<file path="src/cms_pkg.sv">
// Package: register map, fields and types of the CRC memory scanner slice
package cms_pkg;

	// Register offsets (byte addresses of our own choosing)
	localparam logic [3:0] CMS_ADDR_ACCUM_LOW  = 4'h0;
	localparam logic [3:0] CMS_ADDR_SHIFT_HIGH = 4'h1;
	localparam logic [3:0] CMS_ADDR_SHIFT_LOW  = 4'h2;
	localparam logic [3:0] CMS_ADDR_TAPS_HIGH  = 4'h3;
	localparam logic [3:0] CMS_ADDR_TAPS_LOW   = 4'h4;
	localparam logic [3:0] CMS_ADDR_SCAN_CTRL  = 4'h5;
	localparam logic [3:0] CMS_ADDR_CUR_HIGH   = 4'h6;
	localparam logic [3:0] CMS_ADDR_CUR_LOW    = 4'h7;
	localparam logic [3:0] CMS_ADDR_END_HIGH   = 4'h8;
	localparam logic [3:0] CMS_ADDR_END_LOW    = 4'h9;
	localparam logic [3:0] CMS_ADDR_IRQ_STAT   = 4'ha;
	localparam logic [3:0] CMS_ADDR_IRQ_MASK   = 4'hb;

	// Control register field positions
	localparam int CMS_CTRL_EN      = 7;
	localparam int CMS_CTRL_GO      = 6;
	localparam int CMS_CTRL_BUSY    = 5;
	localparam int CMS_CTRL_INVALID = 4;
	localparam int CMS_CTRL_IRQ_MANAGE_SEL    = 3;
	localparam int CMS_CTRL_MODE_HI = 1;
	localparam int CMS_CTRL_MODE_LO = 0;

	// Interrupt status bits
	localparam int CMS_IRQ_DONE    = 0;
	localparam int CMS_IRQ_INVALID = 1;
	localparam logic [7:0] CMS_IRQ_IMPL = 8'h03;

	// Reset values and limits
	localparam logic [7:0]  CMS_BYTE_ZERO   = 8'h00;
	localparam logic [15:0] CMS_WORD_ZERO   = 16'h0000;
	localparam logic [15:0] CMS_ADDR_ONE    = 16'h0001;
	localparam logic [15:0] CMS_MEM_LIMIT   = 16'h4000;
	localparam logic [7:0]  CMS_TAPS_LOW_MASK = 8'hfe;
	localparam logic [7:0]  CMS_CTRL_RD_MASK  = 8'hfb;

	typedef enum logic [1:0] {
		CMS_MODE_CONCURRENT = 2'h0,
		CMS_MODE_BURST      = 2'h1,
		CMS_MODE_PEEK       = 2'h2,
		CMS_MODE_TRIGGERED  = 2'h3
	} cms_mode_t;

	typedef enum logic [1:0] {
		CMS_ST_IDLE,
		CMS_ST_FETCH,
		CMS_ST_HAND
	} cms_state_t;

	// Register bus request
	typedef struct packed {
		logic [3:0] addr;
		logic [7:0] wdata;
		logic       wr;
		logic       rd;
	} cms_bus_t;

	// Scan control fields
	typedef struct packed {
		logic      en;
		logic      go;
		logic      irq_manage_sel;
		cms_mode_t mode;
	} cms_ctrl_t;

	// Program flash read request
	typedef struct packed {
		logic        req;
		logic [15:0] addr;
	} cms_fetch_t;

endpackage

</file>
<file path="src/cms_scan_fsm.sv">
// Scanner fetch sequencer: flash read per engine ready
`timescale 1ns/1ps
`default_nettype none
module cms_scan_fsm
	import cms_pkg::*;
(
	// Clock and reset
	input  wire logic        sys_clk_in,
	input  wire logic        rst_in,
	// Control
	input  wire logic        run_in,
	input  wire logic        engine_ready_in,
	input  wire logic [15:0] addr_in,
	// Flash read port
	output logic             flash_req_out,
	output logic      [15:0] flash_addr_out,
	input  wire logic        flash_ack_in,
	input  wire logic [15:0] flash_rdata_in,
	// Hand-over to engine
	output logic             word_valid_out,
	output logic      [15:0] word_out,
	output logic             fetched_out,
	output logic             active_out
);

	typedef struct packed {
		cms_state_t  st;
		logic [15:0] addr;
		logic [15:0] word;
		logic        valid;
	} fsm_state_t;

	fsm_state_t s_q;
	fsm_state_t s_d;

	always_comb begin
		s_d = s_q;
		s_d.valid = 1'b0;
		unique case (s_q.st)
			CMS_ST_IDLE: begin
				if (run_in && engine_ready_in) begin
					s_d.st = CMS_ST_FETCH;
					s_d.addr = addr_in;
				end
			end
			CMS_ST_FETCH: begin
				// Fetch completes even if run drops, keeping the address honest
				if (flash_ack_in) begin
					s_d.word = flash_rdata_in;
					s_d.st = CMS_ST_HAND;
				end
			end
			CMS_ST_HAND: begin
				s_d.valid = 1'b1;
				s_d.st = CMS_ST_IDLE;
			end
		endcase
		if (!run_in && s_q.st == CMS_ST_IDLE) begin
			s_d.st = CMS_ST_IDLE;
		end
	end

	always_ff @(posedge sys_clk_in) begin
		if (rst_in) begin
			s_q <= '{st: CMS_ST_IDLE, addr: CMS_WORD_ZERO,
				word: CMS_WORD_ZERO, valid: 1'b0};
		end else begin
			s_q <= s_d;
		end
	end

	assign flash_req_out  = (s_q.st == CMS_ST_FETCH);
	assign flash_addr_out = s_q.addr;
	assign word_valid_out = s_q.valid;
	assign word_out       = s_q.word;
	assign fetched_out    = (s_q.st == CMS_ST_FETCH) && flash_ack_in;
	assign active_out     = (s_q.st != CMS_ST_IDLE);

endmodule
`default_nettype wire

</file>
<file path="src/cms_regs.sv">
// Top: CRC and scanner register slice with scan sequencer and interrupt
//
// How it works
// RULE_01: Accumulator low byte writes go to engine write path; reads return it.
// RULE_02: Shifter bytes are read-only live shifter contents; writes ignored.
// RULE_03: Tap bits 15..1 enable polynomial feedback; low bit 0 reads zero.
// RULE_04: Enable clear disables scanner and resets its sequencer.
// RULE_05: Enable clear leaves every other register unchanged.
// RULE_06: Go set fetches per selected mode on each engine ready; else none.
// RULE_07: Hardware clears go once current exceeds end, outside a data cycle.
// RULE_08: With interrupt management, interrupt response masks go, keeps stored bit.
// RULE_09: Busy reads one while fetching or while go is set and engine signals ready.
// RULE_10: Invalid flag set when current address reaches beyond implemented memory.
// RULE_11: Peek mode ignores the interrupt management bit.
// RULE_12: Burst mode: management suspends scan in interrupts; else scan continues.
// RULE_13: Concurrent/triggered: management suspends access in interrupts; else unblocked.
// RULE_14: Mode field 11 triggered, 10 peek, 01 burst, 00 concurrent; bit 2 zero.
// RULE_15: Current address holds written start and increments after each fetch.
// RULE_16: Current address writes ignored while go is set.
// RULE_17: Software touches current address bytes only while go is clear.
// RULE_18: End address pair holds last scan address; writes ignored while go set.
// RULE_19: Reset returns all registers to reset values, busy and invalid clear.
//
// Decided for this implementation: the strobed register port and the register addresses.
`timescale 1ns/1ps
`default_nettype none
module cms_regs
	import cms_pkg::*;
(
	// Clock and reset
	input  wire logic        sys_clk_in,
	input  wire logic        rst_in,
	// Register port
	input  wire logic [3:0]  reg_addr_in,
	input  wire logic [7:0]  reg_wdata_in,
	input  wire logic        reg_wr_in,
	input  wire logic        reg_rd_in,
	output logic      [7:0]  reg_rdata_out,
	// CRC engine side
	input  wire logic [7:0]  accum_low_in,
	input  wire logic [15:0] shifter_in,
	input  wire logic        engine_ready_in,
	output logic             accum_low_we_out,
	output logic      [7:0]  accum_low_wdata_out,
	output logic      [15:0] poly_taps_out,
	output logic             word_valid_out,
	output logic      [15:0] word_out,
	// Core side
	input  wire logic        irq_active_in,
	input  wire logic        trigger_in,
	output logic             cpu_stall_out,
	// Program flash read port
	output logic             flash_req_out,
	output logic      [15:0] flash_addr_out,
	input  wire logic        flash_ack_in,
	input  wire logic [15:0] flash_rdata_in,
	// Interrupt
	output logic             irq_out
);

	typedef struct packed {
		cms_ctrl_t   ctrl;
		logic [15:0] taps;
		logic [15:0] cur;
		logic [15:0] last;
		logic [7:0]  stat;
		logic [7:0]  mask;
		logic [7:0]  rdata;
		logic        aw;
		logic [7:0]  awd;
		logic        trig;
	} regs_state_t;

	regs_state_t s_q;
	regs_state_t s_d;
	cms_bus_t    bus;
	logic        run;
	logic        go_eff;
	logic        fetched;
	logic        active;
	logic        busy;
	logic        invalid;
	logic        past_end;
	logic [7:0]  rd_val;
	logic [7:0]  ev;

	////////////////////////////////////////////////////////////////////////
	// Derived status

	assign bus = '{addr: reg_addr_in, wdata: reg_wdata_in,
		wr: reg_wr_in, rd: reg_rd_in};

	// Peek mode never masks go
	always_comb begin
		go_eff = s_q.ctrl.en && s_q.ctrl.go;
		if (s_q.ctrl.irq_manage_sel && irq_active_in &&
			s_q.ctrl.mode != CMS_MODE_PEEK) begin // RULE_11
			go_eff = 1'b0; // RULE_08 RULE_12 RULE_13
		end
	end

	// Triggered mode waits for a trigger pulse per word
	always_comb begin
		run = go_eff && !past_end && !invalid; // RULE_06
		if (s_q.ctrl.mode == CMS_MODE_TRIGGERED) begin
			run = run && s_q.trig;
		end
	end

	assign past_end = (s_q.cur > s_q.last); // RULE_07
	assign invalid  = (s_q.cur >= CMS_MEM_LIMIT); // RULE_10
	assign busy     = s_q.ctrl.en &&
		(active || (s_q.ctrl.go && engine_ready_in)); // RULE_09

	////////////////////////////////////////////////////////////////////////
	// Sequencer

	cms_scan_fsm u_fsm (
		.sys_clk_in      (sys_clk_in),
		.rst_in          (rst_in || !s_q.ctrl.en), // RULE_04
		.run_in          (run),
		.engine_ready_in (engine_ready_in),
		.addr_in         (s_q.cur),
		.flash_req_out   (flash_req_out),
		.flash_addr_out  (flash_addr_out),
		.flash_ack_in    (flash_ack_in),
		.flash_rdata_in  (flash_rdata_in),
		.word_valid_out  (word_valid_out),
		.word_out        (word_out),
		.fetched_out     (fetched),
		.active_out      (active)
	);

	////////////////////////////////////////////////////////////////////////
	// Read mux

	always_comb begin
		rd_val = CMS_BYTE_ZERO;
		unique case (bus.addr)
			CMS_ADDR_ACCUM_LOW:  rd_val = accum_low_in; // RULE_01
			CMS_ADDR_SHIFT_HIGH: rd_val = shifter_in[15:8]; // RULE_02
			CMS_ADDR_SHIFT_LOW:  rd_val = shifter_in[7:0]; // RULE_02
			CMS_ADDR_TAPS_HIGH:  rd_val = s_q.taps[15:8];
			CMS_ADDR_TAPS_LOW:   rd_val = s_q.taps[7:0] & CMS_TAPS_LOW_MASK;
			CMS_ADDR_SCAN_CTRL: begin
				rd_val[CMS_CTRL_EN]      = s_q.ctrl.en;
				rd_val[CMS_CTRL_GO]      = s_q.ctrl.go;
				rd_val[CMS_CTRL_BUSY]    = busy;
				rd_val[CMS_CTRL_INVALID] = invalid;
				rd_val[CMS_CTRL_IRQ_MANAGE_SEL]    = s_q.ctrl.irq_manage_sel;
				rd_val[CMS_CTRL_MODE_HI:CMS_CTRL_MODE_LO] = s_q.ctrl.mode;
				rd_val = rd_val & CMS_CTRL_RD_MASK; // RULE_14
			end
			CMS_ADDR_CUR_HIGH:   rd_val = s_q.cur[15:8];
			CMS_ADDR_CUR_LOW:    rd_val = s_q.cur[7:0];
			CMS_ADDR_END_HIGH:   rd_val = s_q.last[15:8];
			CMS_ADDR_END_LOW:    rd_val = s_q.last[7:0];
			CMS_ADDR_IRQ_STAT:   rd_val = s_q.stat;
			CMS_ADDR_IRQ_MASK:   rd_val = s_q.mask;
			default:             rd_val = CMS_BYTE_ZERO;
		endcase
	end

	////////////////////////////////////////////////////////////////////////
	// Next state

	always_comb begin
		ev = CMS_BYTE_ZERO;
		s_d = s_q;
		s_d.aw = 1'b0;
		s_d.rdata = bus.rd ? rd_val : CMS_BYTE_ZERO;
		if (fetched) begin
			s_d.trig = 1'b0;
			s_d.cur = s_q.cur + CMS_ADDR_ONE; // RULE_15
		end
		// A trigger in the fetch cycle arms the next word, never lost
		if (trigger_in) begin
			s_d.trig = 1'b1;
		end
		if (bus.wr) begin
			unique case (bus.addr)
				CMS_ADDR_ACCUM_LOW: begin
					s_d.aw = 1'b1; // RULE_01
					s_d.awd = bus.wdata;
				end
				CMS_ADDR_TAPS_HIGH: s_d.taps[15:8] = bus.wdata; // RULE_03
				CMS_ADDR_TAPS_LOW:
					s_d.taps[7:0] = bus.wdata & CMS_TAPS_LOW_MASK; // RULE_03
				CMS_ADDR_SCAN_CTRL: begin
					// Only control fields change; others untouched
					s_d.ctrl.en   = bus.wdata[CMS_CTRL_EN]; // RULE_04 RULE_05
					s_d.ctrl.go   = bus.wdata[CMS_CTRL_GO];
					s_d.ctrl.irq_manage_sel = bus.wdata[CMS_CTRL_IRQ_MANAGE_SEL];
					s_d.ctrl.mode = cms_mode_t'(
						bus.wdata[CMS_CTRL_MODE_HI:CMS_CTRL_MODE_LO]); // RULE_14
				end
				CMS_ADDR_CUR_HIGH:
					if (!s_q.ctrl.go) s_d.cur[15:8] = bus.wdata; // RULE_16 RULE_17
				CMS_ADDR_CUR_LOW:
					if (!s_q.ctrl.go) s_d.cur[7:0] = bus.wdata; // RULE_16 RULE_17
				CMS_ADDR_END_HIGH:
					if (!s_q.ctrl.go) s_d.last[15:8] = bus.wdata; // RULE_18
				CMS_ADDR_END_LOW:
					if (!s_q.ctrl.go) s_d.last[7:0] = bus.wdata; // RULE_18
				CMS_ADDR_IRQ_MASK:  s_d.mask = bus.wdata & CMS_IRQ_IMPL;
				default: ;
			endcase
		end
		// Clear only after the last fetch lands
		if (s_q.ctrl.go && (past_end || invalid) && !active) begin
			s_d.ctrl.go = 1'b0; // RULE_07
			ev[CMS_IRQ_DONE] = 1'b1;
		end
		if (fetched && (s_q.cur + CMS_ADDR_ONE) >= CMS_MEM_LIMIT) begin
			ev[CMS_IRQ_INVALID] = 1'b1; // RULE_10
		end
		// Read clears status; a new event in the same cycle wins
		if (bus.rd && bus.addr == CMS_ADDR_IRQ_STAT) begin
			s_d.stat = CMS_BYTE_ZERO;
		end
		s_d.stat = s_d.stat | ev;
	end

	always_ff @(posedge sys_clk_in) begin
		if (rst_in) begin
			s_q <= '{ctrl: '{en: 1'b0, go: 1'b0, irq_manage_sel: 1'b0,
				mode: CMS_MODE_CONCURRENT},
				taps: CMS_WORD_ZERO, cur: CMS_WORD_ZERO,
				last: CMS_WORD_ZERO, stat: CMS_BYTE_ZERO,
				mask: CMS_BYTE_ZERO, rdata: CMS_BYTE_ZERO,
				aw: 1'b0, awd: CMS_BYTE_ZERO, trig: 1'b0}; // RULE_19
		end else begin
			s_q <= s_d;
		end
	end

	////////////////////////////////////////////////////////////////////////
	// Outputs

	assign reg_rdata_out       = s_q.rdata;
	assign accum_low_we_out    = s_q.aw;
	assign accum_low_wdata_out = s_q.awd;
	assign poly_taps_out       = s_q.taps;
	// Burst stalls the core unless an interrupt suspends the scan
	assign cpu_stall_out = s_q.ctrl.mode == CMS_MODE_BURST && go_eff &&
		!past_end && !invalid; // RULE_12
	assign irq_out = |(s_q.stat & s_q.mask);

endmodule
`default_nettype wire

</file>
<file path="config.mk">
export PLATFORM = sky130hd
export DESIGN_NAME = cms_regs
export DESIGN_NICKNAME = d
export VERILOG_FILES = /design/src/cms_pkg.sv /design/src/cms_scan_fsm.sv /design/src/cms_regs.sv
export SDC_FILE = /design/constraint.sdc
export NUM_CORES = 1
export LEC_CHECK = 0
export ABC_AREA = 1
export CORE_AREA = 2 2 131 133
export CTS_CLUSTER_SIZE = 16
export DETAILED_ROUTE_END_ITERATION = 8
export DIE_AREA = 0 0 133 135
export DONT_BUFFER_PORTS = 1
export RECOVER_POWER = 100
export REMOVE_ABC_BUFFERS = 1
export SKIP_CTS_REPAIR_TIMING = 1
export SLEW_MARGIN = 20
export SYNTH_ARGS = -nofsm -noshare
export SYNTH_HDL_FRONTEND = slang
export SYNTH_SLANG_ARGS = --single-unit
</file>
<file path="constraint.sdc">
create_clock -name sys_clk_in -period 2.35 [get_ports sys_clk_in]
set_input_delay 0.235 -clock sys_clk_in [delete_from_list [all_inputs] [get_ports sys_clk_in]]
set_output_delay 0.235 -clock sys_clk_in [all_outputs]
set_load 0.03 [all_outputs]
</file>
==> flow_summary.yaml, run 1 <==
status:
  status: "finished, violations left"
  failed_checks: "hold timing"
clocking:
  cts_num_sinks: 109
  insertion_delay_ns: 0.36
  clk_pin_slew_ns: 0.08
  clock_path_buffers: 2
  cts-buffers-inserted: 9
  cts_max_level: 3
  cts_root_buf: "clkbuf_16"
  tritoncts: "built"
grt:
  grt_start_max_net_pins: 27
  grt_use_total: 0.195
  grt-ovfl-total: 0
  antenna_found_initial: 0
  grt_pass1_vias: 4604
  grt_first_pass_wirelength_mm: 26.7
sta:
  hold_ws_ns: -0.000221
  setup_viol: 0
  timing.fmax_ghz: 0.440
  fin_skew_ns: 0.00859
  hold_viol: 1
  final_max_slew_viol_count: 0
  slew_headroom: 0.358
  fin_crit_sh: 0.966
  min_period_ns: 2.27
  tightest_slew_ns: 0.960
  rsz0062_at_grt: "yes"
placement:
  dp.cells: 919
  place_congestion: 0.931
  hpwl_mm: 12.8
  portBuffers: 0
logic_synthesis:
  synth_top_area_share: 0.383
  syn_avg_cell_area_sq_um: 7.47
  yosysTopAreaCell: "dfxtp_1"
  synth.area.top_cells: "dfxtp_1, buf_4, nand2_1, a21oi_1, inv_1"
  yosysSeqAreaShare: 0.383
  netlist_area_sq_um: 5700
  synth-warning-count: 0
  ys_types: 45
  ys_seq_elements: 109
  synthCells: 763
power:
  p_leak_nw: 2.20
  p_total_w: 0.00376
  power_density_nw_per_um2: 620
  peakVddDrop_mv: 0.352
worst_setup_path:
  start_kind: "flip-flop"
  cp_data_required_time_ns: 2.12
  r2r-start: "s_q[47]"
  worstSetupPathType: "reg2out"
  cp-end-kind: "output pin"
  critPathLaunch: "s_q[47]"
  critPathMaxFanout: 3
  crit_arrival_ns: 2.04
layout:
  insertedDiodeCount: 0
  stdcell_count: 941
  drive_gt1_frac: 0.125
  fillers: 1724
  fin_nets: 797
  areaGrowthSynthToFinish_pct: 6.39
drt:
  drt-wirelength-per-cell_microns: 18.6
  drt_wl_total_mm: 17.5
  drc: 0
  ant_nets: 0
  drtIter0Drc: 355
  vias_per_cell: 5.22
  drtPass1Iterations: 5
  via_count: 4915
worst_hold_path:
  hp-start: "trigger_in"
  hold_class: "in2reg"
floorplanning:
  rows: 47
  core_sq_um: 16400
  ios: 129
  chipWidth_microns: 133
  start_util: 0.348
  die_h_microns: 135
  die_area_sq_um: 18000
flow_run:
  drv_cap: 0
==> worst paths after layout <==
kind,end,slack [ns],cells past startpoint
max,cpu_stall_out,0.08,10
min,s_q[0],-0.0002,2
max reg2reg,u_fsm.flash_addr_out[12],0.17,13
min reg2reg,s_q[26],0.48,2
==> power breakdown <==
part           switching [W]  total [W]  internal [W]
Clock               0.000740    0.00158      0.000841
Combinational       0.000170   0.000269     0.0000987
Sequential         0.0000391    0.00191       0.00187
==> area by class of cell <==
class / count / area, sq um / share of cell area
inverters: 93 / 352 / 0.0580
flip-flops and latches: 109 / 2200 / 0.362
clock inverters: 7 / 78.8 / 0.0130
multi-input cells: 470 / 2700 / 0.445
repair buffers: 33 / 239 / 0.0394
well taps: 220 / 275 / 0.0454
clock buffers: 9 / 225 / 0.0371
==> cell usage after synthesis (all sizes together) <==
master and number:
o221ai 3, o22ai 13, o2111a 1, nor3 7
nand2 117, a31o 1, a2111oi 1, conb 1
clkinv 1, nor2 71, ha 21, o211ai 2
xor2 6, a21o 2, dfxtp 109, a21oi 83
a221oi 15, xnor2 2, inv 92, o2111ai 2
clkbuf 20, buf 71, o21bai 2, a31oi 5
nor4 1, a22o 2, o21ai 58, nand4 5
o2bb2ai 2, a311oi 3, nand3b 2, nand3 42
==> placed cells by master (no fill, tap or decap), types with 3 or more instances in the layout <==
cell type	Yosys	layout
nand2_2	2	3
a221oi_1	15	15
buf_4	64	23
a21oi_2	0	3
dfxtp_2	0	8
a21oi_1	83	80
o221ai_1	3	3
o22ai_1	13	13
o21ai_0	58	57
dfxtp_1	109	100
inv_6	0	3
ha_4	0	9
inv_1	90	81
a31oi_1	5	5
clkbuf_16	0	9
nand3_1	42	41
nand4_1	4	4
nor3_1	5	4
ha_1	21	12
xor2_1	6	6
nor2_1	67	67
inv_2	2	10
nand2_1	114	113
clkbuf_1	20	5
==> logic make-up (layout without fill, tap and decap cells) <==
kind of cell,after synthesis,after routing,share of synthesized area
other,1,1,0.000658
adders and majority gates,21,21,0.0461
DFF,109,109,0.383
AOI/OAI and AO/OA,195,195,0.201
and+or+nand+nor,245,245,0.190
xor gates and xnor gates,8,8,0.0123
buffers and inverters,184,142,0.168
==> metrics by stage <==
stage | setup slack [ns] | util | cell area (sq um) | setup TNS [ns]
after floorplan | 0.135 | - | 5090 | 0
after global placement | 0.263 | 0.340 | 5590 | 0
after detailed placement | 0.225 | 0.340 | 5590 | 0
after CTS | -0.0934 | 0.359 | 5890 | -0.0934
after global routing | -0.0463 | 0.370 | 6070 | -0.0532
final | 0.0797 | 0.370 | 6070 | 0
==> worst max-delay path, stage by stage (launching register included) <==
cell	delay, ns
dfxtp_1	0.31
inv_1	0.06
ha_1	0.31
a21oi_1	0.15
o21ai_1	0.09
a21oi_2	0.12
nand2_1	0.07
nand2_2	0.10
nand3_2	0.09
nor3_2	0.17
buf_4	0.19
==> state kept, by name, indices dropped and copies added (netlist names) <==
signal / flops
reg_rdata_out: 8
u_fsm.word_valid_out: 1
accum_low_we_out: 1
poly_taps_out: 15
u_fsm.word_out: 16
u_fsm.s_q: 2
s_q: 42
accum_low_wdata_out: 8
u_fsm.flash_addr_out: 16
==> metal layers <==
metal | track usage | wire length (microns) | share of wire
met2 | 0.303 | 7560 | 0.43
met5 | 0 | 0 | 0
met3 | 0.0694 | 1980 | 0.11
met1 | 0.254 | 7550 | 0.43
met4 | 0.0615 | 407 | 0.023
(Power assumes the default switching activity.)
==> inputs of run 2 (changes only) <==
- CELL_PAD_IN_SITES_DETAIL_PLACEMENT: default -> 1
- CELL_PAD_IN_SITES_GLOBAL_PLACEMENT: default -> 1
- PLACE_DENSITY_LB_ADDON: default -> 0.1
==> flow_summary.yaml, run 2 (synthesis results as in run 1) <==
worst_setup_path:
  r2r-start: "s_q[43]"
  cp-end-kind: "output pin"
  cp_data_required_time_ns: 2.12
  worstSetupPathType: "reg2out"
  crit_arrival_ns: 2.03
  r2r_end: "u_fsm.flash_addr_out[5]"
  r2r_setup_slack_ns: 0.14
  start_kind: "flip-flop"
  reg2regPathDepth: 15
  critPathMaxFanout: 3
layout:
  fin_nets: 803
  insertedDiodeCount: 0
  layout_commonest_cell: "nand2_1"
  drive_gt1_frac: 0.127
  areaGrowthSynthToFinish_pct: 6.78
  post-route-util: 0.371
  fillers: 1988
  final_cell_mix: "nand2_1, dfxtp_1, inv_1"
  regMostFlops: "s_q"
  largest_reg_flops: 42
sta:
  min_period_ns: 2.26
  fin_setup_tns_ns: 0
  final_max_slew_viol_count: 0
  timing.fmax_ghz: 0.442
  setup_viol: 0
  hold_viol: 0
  slew_headroom: 0.378
  tightest_slew_ns: 0.930
  fin_skew_ns: 0.00763
  fin_crit_sh: 0.962
drt:
  drt-wirelength-per-cell_microns: 20.9
  drtIter0Drc: 270
  vias_per_cell: 5.19
  drtPass1Iterations: 4
  via_count: 4910
  drt_wl_total_mm: 19.8
  drc: 0
  ant_nets: 0
grt:
  grt_pass1_vias: 5010
  grt_first_pass_wirelength_mm: 30.4
  grt_start_max_net_pins: 26
  grt-ovfl-total: 0
  antenna_found_initial: 0
  grt_use_total: 0.224
power:
  p_leak_nw: 2.20
  peakVddDrop_mv: 0.320
  power_density_nw_per_um2: 608
clocking:
  clock_path_buffers: 2
  cts_max_level: 3
  cts_num_sinks: 109
  tritoncts: "built"
  insertion_delay_ns: 0.35
  cts_root_buf: "clkbuf_16"
  clk_pin_slew_ns: 0.08
  cts-buffers-inserted: 9
floorplanning:
  die_h_microns: 135
  rows: 47
  die_area_sq_um: 18000
  ios: 129
  chipWidth_microns: 133
  start_util: 0.348
  core_sq_um: 16400
placement:
  place_congestion: 0.865
  portBuffers: 0
  hpwl_mm: 14.8
worst_hold_path:
  whs_path_depth: 2
  hold_end: "s_q[0]"
  hold_class: "in2reg"
  hp-start: "trigger_in"
status:
  status: "finished clean"
flow_run:
  drv_cap: 0
run 2: cell count changes in the layout (fill, tap and decap cells not counted), sizes merged:
cell	change
buf	+4
inv	-3
clkinv	-2
clkbuf	+6
run 2: final cells by class:
| type | instances | area, sq um | share of cell area |
|---|---|---|---|
| Clock buffer | 13 | 240 | 0.0395 |
| Clock inverter | 2 | 35.0 | 0.00575 |
| Inverter | 93 | 352 | 0.0577 |
| Multi-Input combinational cell | 470 | 2720 | 0.447 |
| Sequential cell | 109 | 2200 | 0.362 |
| Tap cell | 220 | 275 | 0.0452 |
| Timing Repair Buffer | 39 | 259 | 0.0425 |
run 2: how the worst max path moves through the flow:
stage                  start                       end  slack, ns
4_1_cts              s_q[55]             cpu_stall_out      -0.08
6_report             s_q[43]             cpu_stall_out       0.09
3_5_place_dp         s_q[53]   u_fsm.flash_addr_out[5]       0.15
5_1_grt              s_q[42]   u_fsm.flash_addr_out[8]      -0.04
2_1_floorplan  u_fsm.s_q[34]                   s_q[63]       0.14
3_3_place_gp         s_q[53]  u_fsm.flash_addr_out[11]       0.20
run 2: metrics by stage:
step	hold slack (ns)	setup WS [ns]	std cells	cell area [sq um]	power (W)
floorplan	0.304	0.135	672	5090	0.00211
global placement	0.308	0.196	920	5580	0.00218
detailed placement	0.311	0.150	920	5580	0.00219
CTS	-0.0722	-0.0846	935	5860	0.00371
global route	0.0276	-0.0367	946	6090	0.00385
finish	0.0143	0.0885	946	6090	0.00370
run 2: critical path, stage by stage, from the launching register on:
cell,delay (ns)
dfxtp_2,0.34
inv_2,0.05
ha_4,0.21
nand2_1,0.08
nand2_1,0.06
nand3_1,0.08
nand2_1,0.08
a21oi_2,0.13
nand2_1,0.07
nand2_2,0.12
nand3_2,0.08
nor3_2,0.18
buf_4,0.18
run 2: layer usage:
metal | wire (microns) | track usage | vias up
met3 | 1430 | 0.0473 | 13
met5 | 0 | 0 | -
met2 | 9130 | 0.364 | 147
met4 | 246 | 0.0693 | 0
met1 | 9010 | 0.298 | 2357
li1 | - | - | 2393
run 2: power by group:
part           switching, W  total (W)  internal, W
sequential        0.0000404    0.00191      0.00187
clock              0.000703    0.00153     0.000824
combinational      0.000176   0.000265    0.0000895
total              0.000919    0.00370      0.00278
==> inputs of run 3 (changes only) <==
- CTS_BUF_LIST: default -> sky130_fd_sc_hd__clkbuf_2
==> flow_summary.yaml, run 3 (synthesis results as in run 1) <==
status:
  status: "finished, violations left"
  failed_checks: "setup timing"
worst_setup_path:
  worstSetupPathType: "reg2out"
  r2r_end: "s_q[63]"
  r2r_setup_slack_ns: 0.11
  reg2regPathDepth: 11
  cp-end-kind: "output pin"
  crit_arrival_ns: 2.36
  critPathMaxFanout: 3
  cp_data_required_time_ns: 2.12
  start_kind: "flip-flop"
  r2r-start: "u_fsm.s_q[34]"
sta:
  layout_setup_ws_ns: -0.241
  setup_viol: 1
  timing.fmax_ghz: 0.386
  fin_crit_sh: 1.10
  min_period_ns: 2.59
  rsz0062_at_grt: "yes"
  fin_skew_ns: 0.0450
  slew_headroom: 0.314
  tightest_slew_ns: 1.03
  hold_viol: 0
  final_max_slew_viol_count: 0
  hold_ws_ns: 0.0150
grt:
  grt_use_total: 0.223
  grt_pass1_vias: 4973
  grt_first_pass_wirelength_mm: 30.4
  grt-ovfl-total: 0
  antenna_found_initial: 2
  grt_start_max_net_pins: 26
clocking:
  tritoncts: "built"
  clock_path_buffers: 2
  cts_root_buf: "clkbuf_2"
  cts_num_sinks: 109
  insertion_delay_ns: 0.63
  cts_max_level: 3
  cts-buffers-inserted: 9
  clk_pin_slew_ns: 0.31
layout:
  regMostFlops: "s_q"
  post-route-util: 0.396
  stdcell_count: 1002
  areaGrowthSynthToFinish_pct: 13.9
  layout_commonest_cell: "nand2_1"
  largest_reg_flops: 42
  final_cell_mix: "nand2_1, dfxtp_1, inv_1"
  fin_nets: 857
  drive_gt1_frac: 0.142
floorplanning:
  ios: 129
  die_h_microns: 135
  die_area_sq_um: 18000
  chipWidth_microns: 133
  core_sq_um: 16400
  rows: 47
  start_util: 0.348
placement:
  portBuffers: 0
  dp.cells: 920
  place_congestion: 0.865
  hpwl_mm: 14.8
  dp_slack_ns: 0.150
worst_hold_path:
  hp-start: "reg_addr_in[2]"
  whs_path_depth: 5
  hold_class: "in2reg"
  hold_end: "poly_taps_out[10]"
drt:
  vias_per_cell: 5.17
  drtIter0Drc: 233
  drc: 0
  ant_nets: 0
  drtPass1Iterations: 4
  via_count: 5183
  drt_wl_total_mm: 20.8
  drt-wirelength-per-cell_microns: 20.8
power:
  p_leak_nw: 2.39
  peakVddDrop_mv: 0.242
  power_density_nw_per_um2: 491
flow_run:
  drv_cap: 0
-- run 3: changes by cell type in the layout (fill, tap and decap cells not counted), moves of 5 or more --
cell           before  now
clkbuf_2            1   14
dfxtp_1            98   93
buf_4              28   35
clkbuf_1           13    3
dlygate4sd3_1       1   54
dfxtp_2             8   14
clkbuf_16           9    0
-- run 3: metal layers --
metal | global-route usage | share of wire
met4 | 0.0621 | 0.014
met5 | 0 | 0
met1 | 0.299 | 0.46
met2 | 0.365 | 0.47
met3 | 0.0480 | 0.052
-- run 3: worst max-delay path by stage --
stage / from / to / slack [ns] / cells after the start
after floorplan: u_fsm.s_q[34] / s_q[63] / 0.14 / 9
after global placement: s_q[53] / u_fsm.flash_addr_out[11] / 0.20 / 15
after detailed placement: s_q[53] / u_fsm.flash_addr_out[5] / 0.15 / 15
after CTS: s_q[55] / cpu_stall_out / -0.45 / 11
after global routing: s_q[49] / cpu_stall_out / -0.38 / 10
final: s_q[42] / cpu_stall_out / -0.24 / 9
-- run 3: cell type report --
class | instances | area (sq um)
well taps | 220 | 275
flip-flops and latches | 109 | 2210
repair buffers | 93 | 820
clock inverters | 2 | 35.0
fillers | 2008 | 9910
clock buffers | 13 | 65.1
inverters | 93 | 357
multi-input cells | 470 | 2730
diodes | 2 | 5.00
-- run 3: report_power, final --
part | switching (W) | internal (W)
Sequential | 0.0000409 | 0.00188
Combinational | 0.000225 | 0.000150
Clock | 0.000635 | 0.000256
Total | 0.000901 | 0.00229
-- run 3: through the flow --
stage / TNS (ns) / power [W] / area, sq um
final: -0.241 / 0.00319 / 6500
after floorplan: 0 / 0.00211 / 5090
after CTS: -0.453 / 0.00309 / 5680
after global placement: 0 / 0.00218 / 5580
after global routing: -0.528 / 0.00334 / 6500
after detailed placement: 0 / 0.00219 / 5580
-- run 3: critical path, cell delays in order, from the launching register on --
cell and delay [ns]:
dfxtp_2 0.38, inv_1 0.06, ha_2 0.31, nand4_1 0.13, nor3_2 0.16, nand3_1 0.11, nand2_2 0.13, nand3_2 0.09
nor3_2 0.18, buf_4 0.18
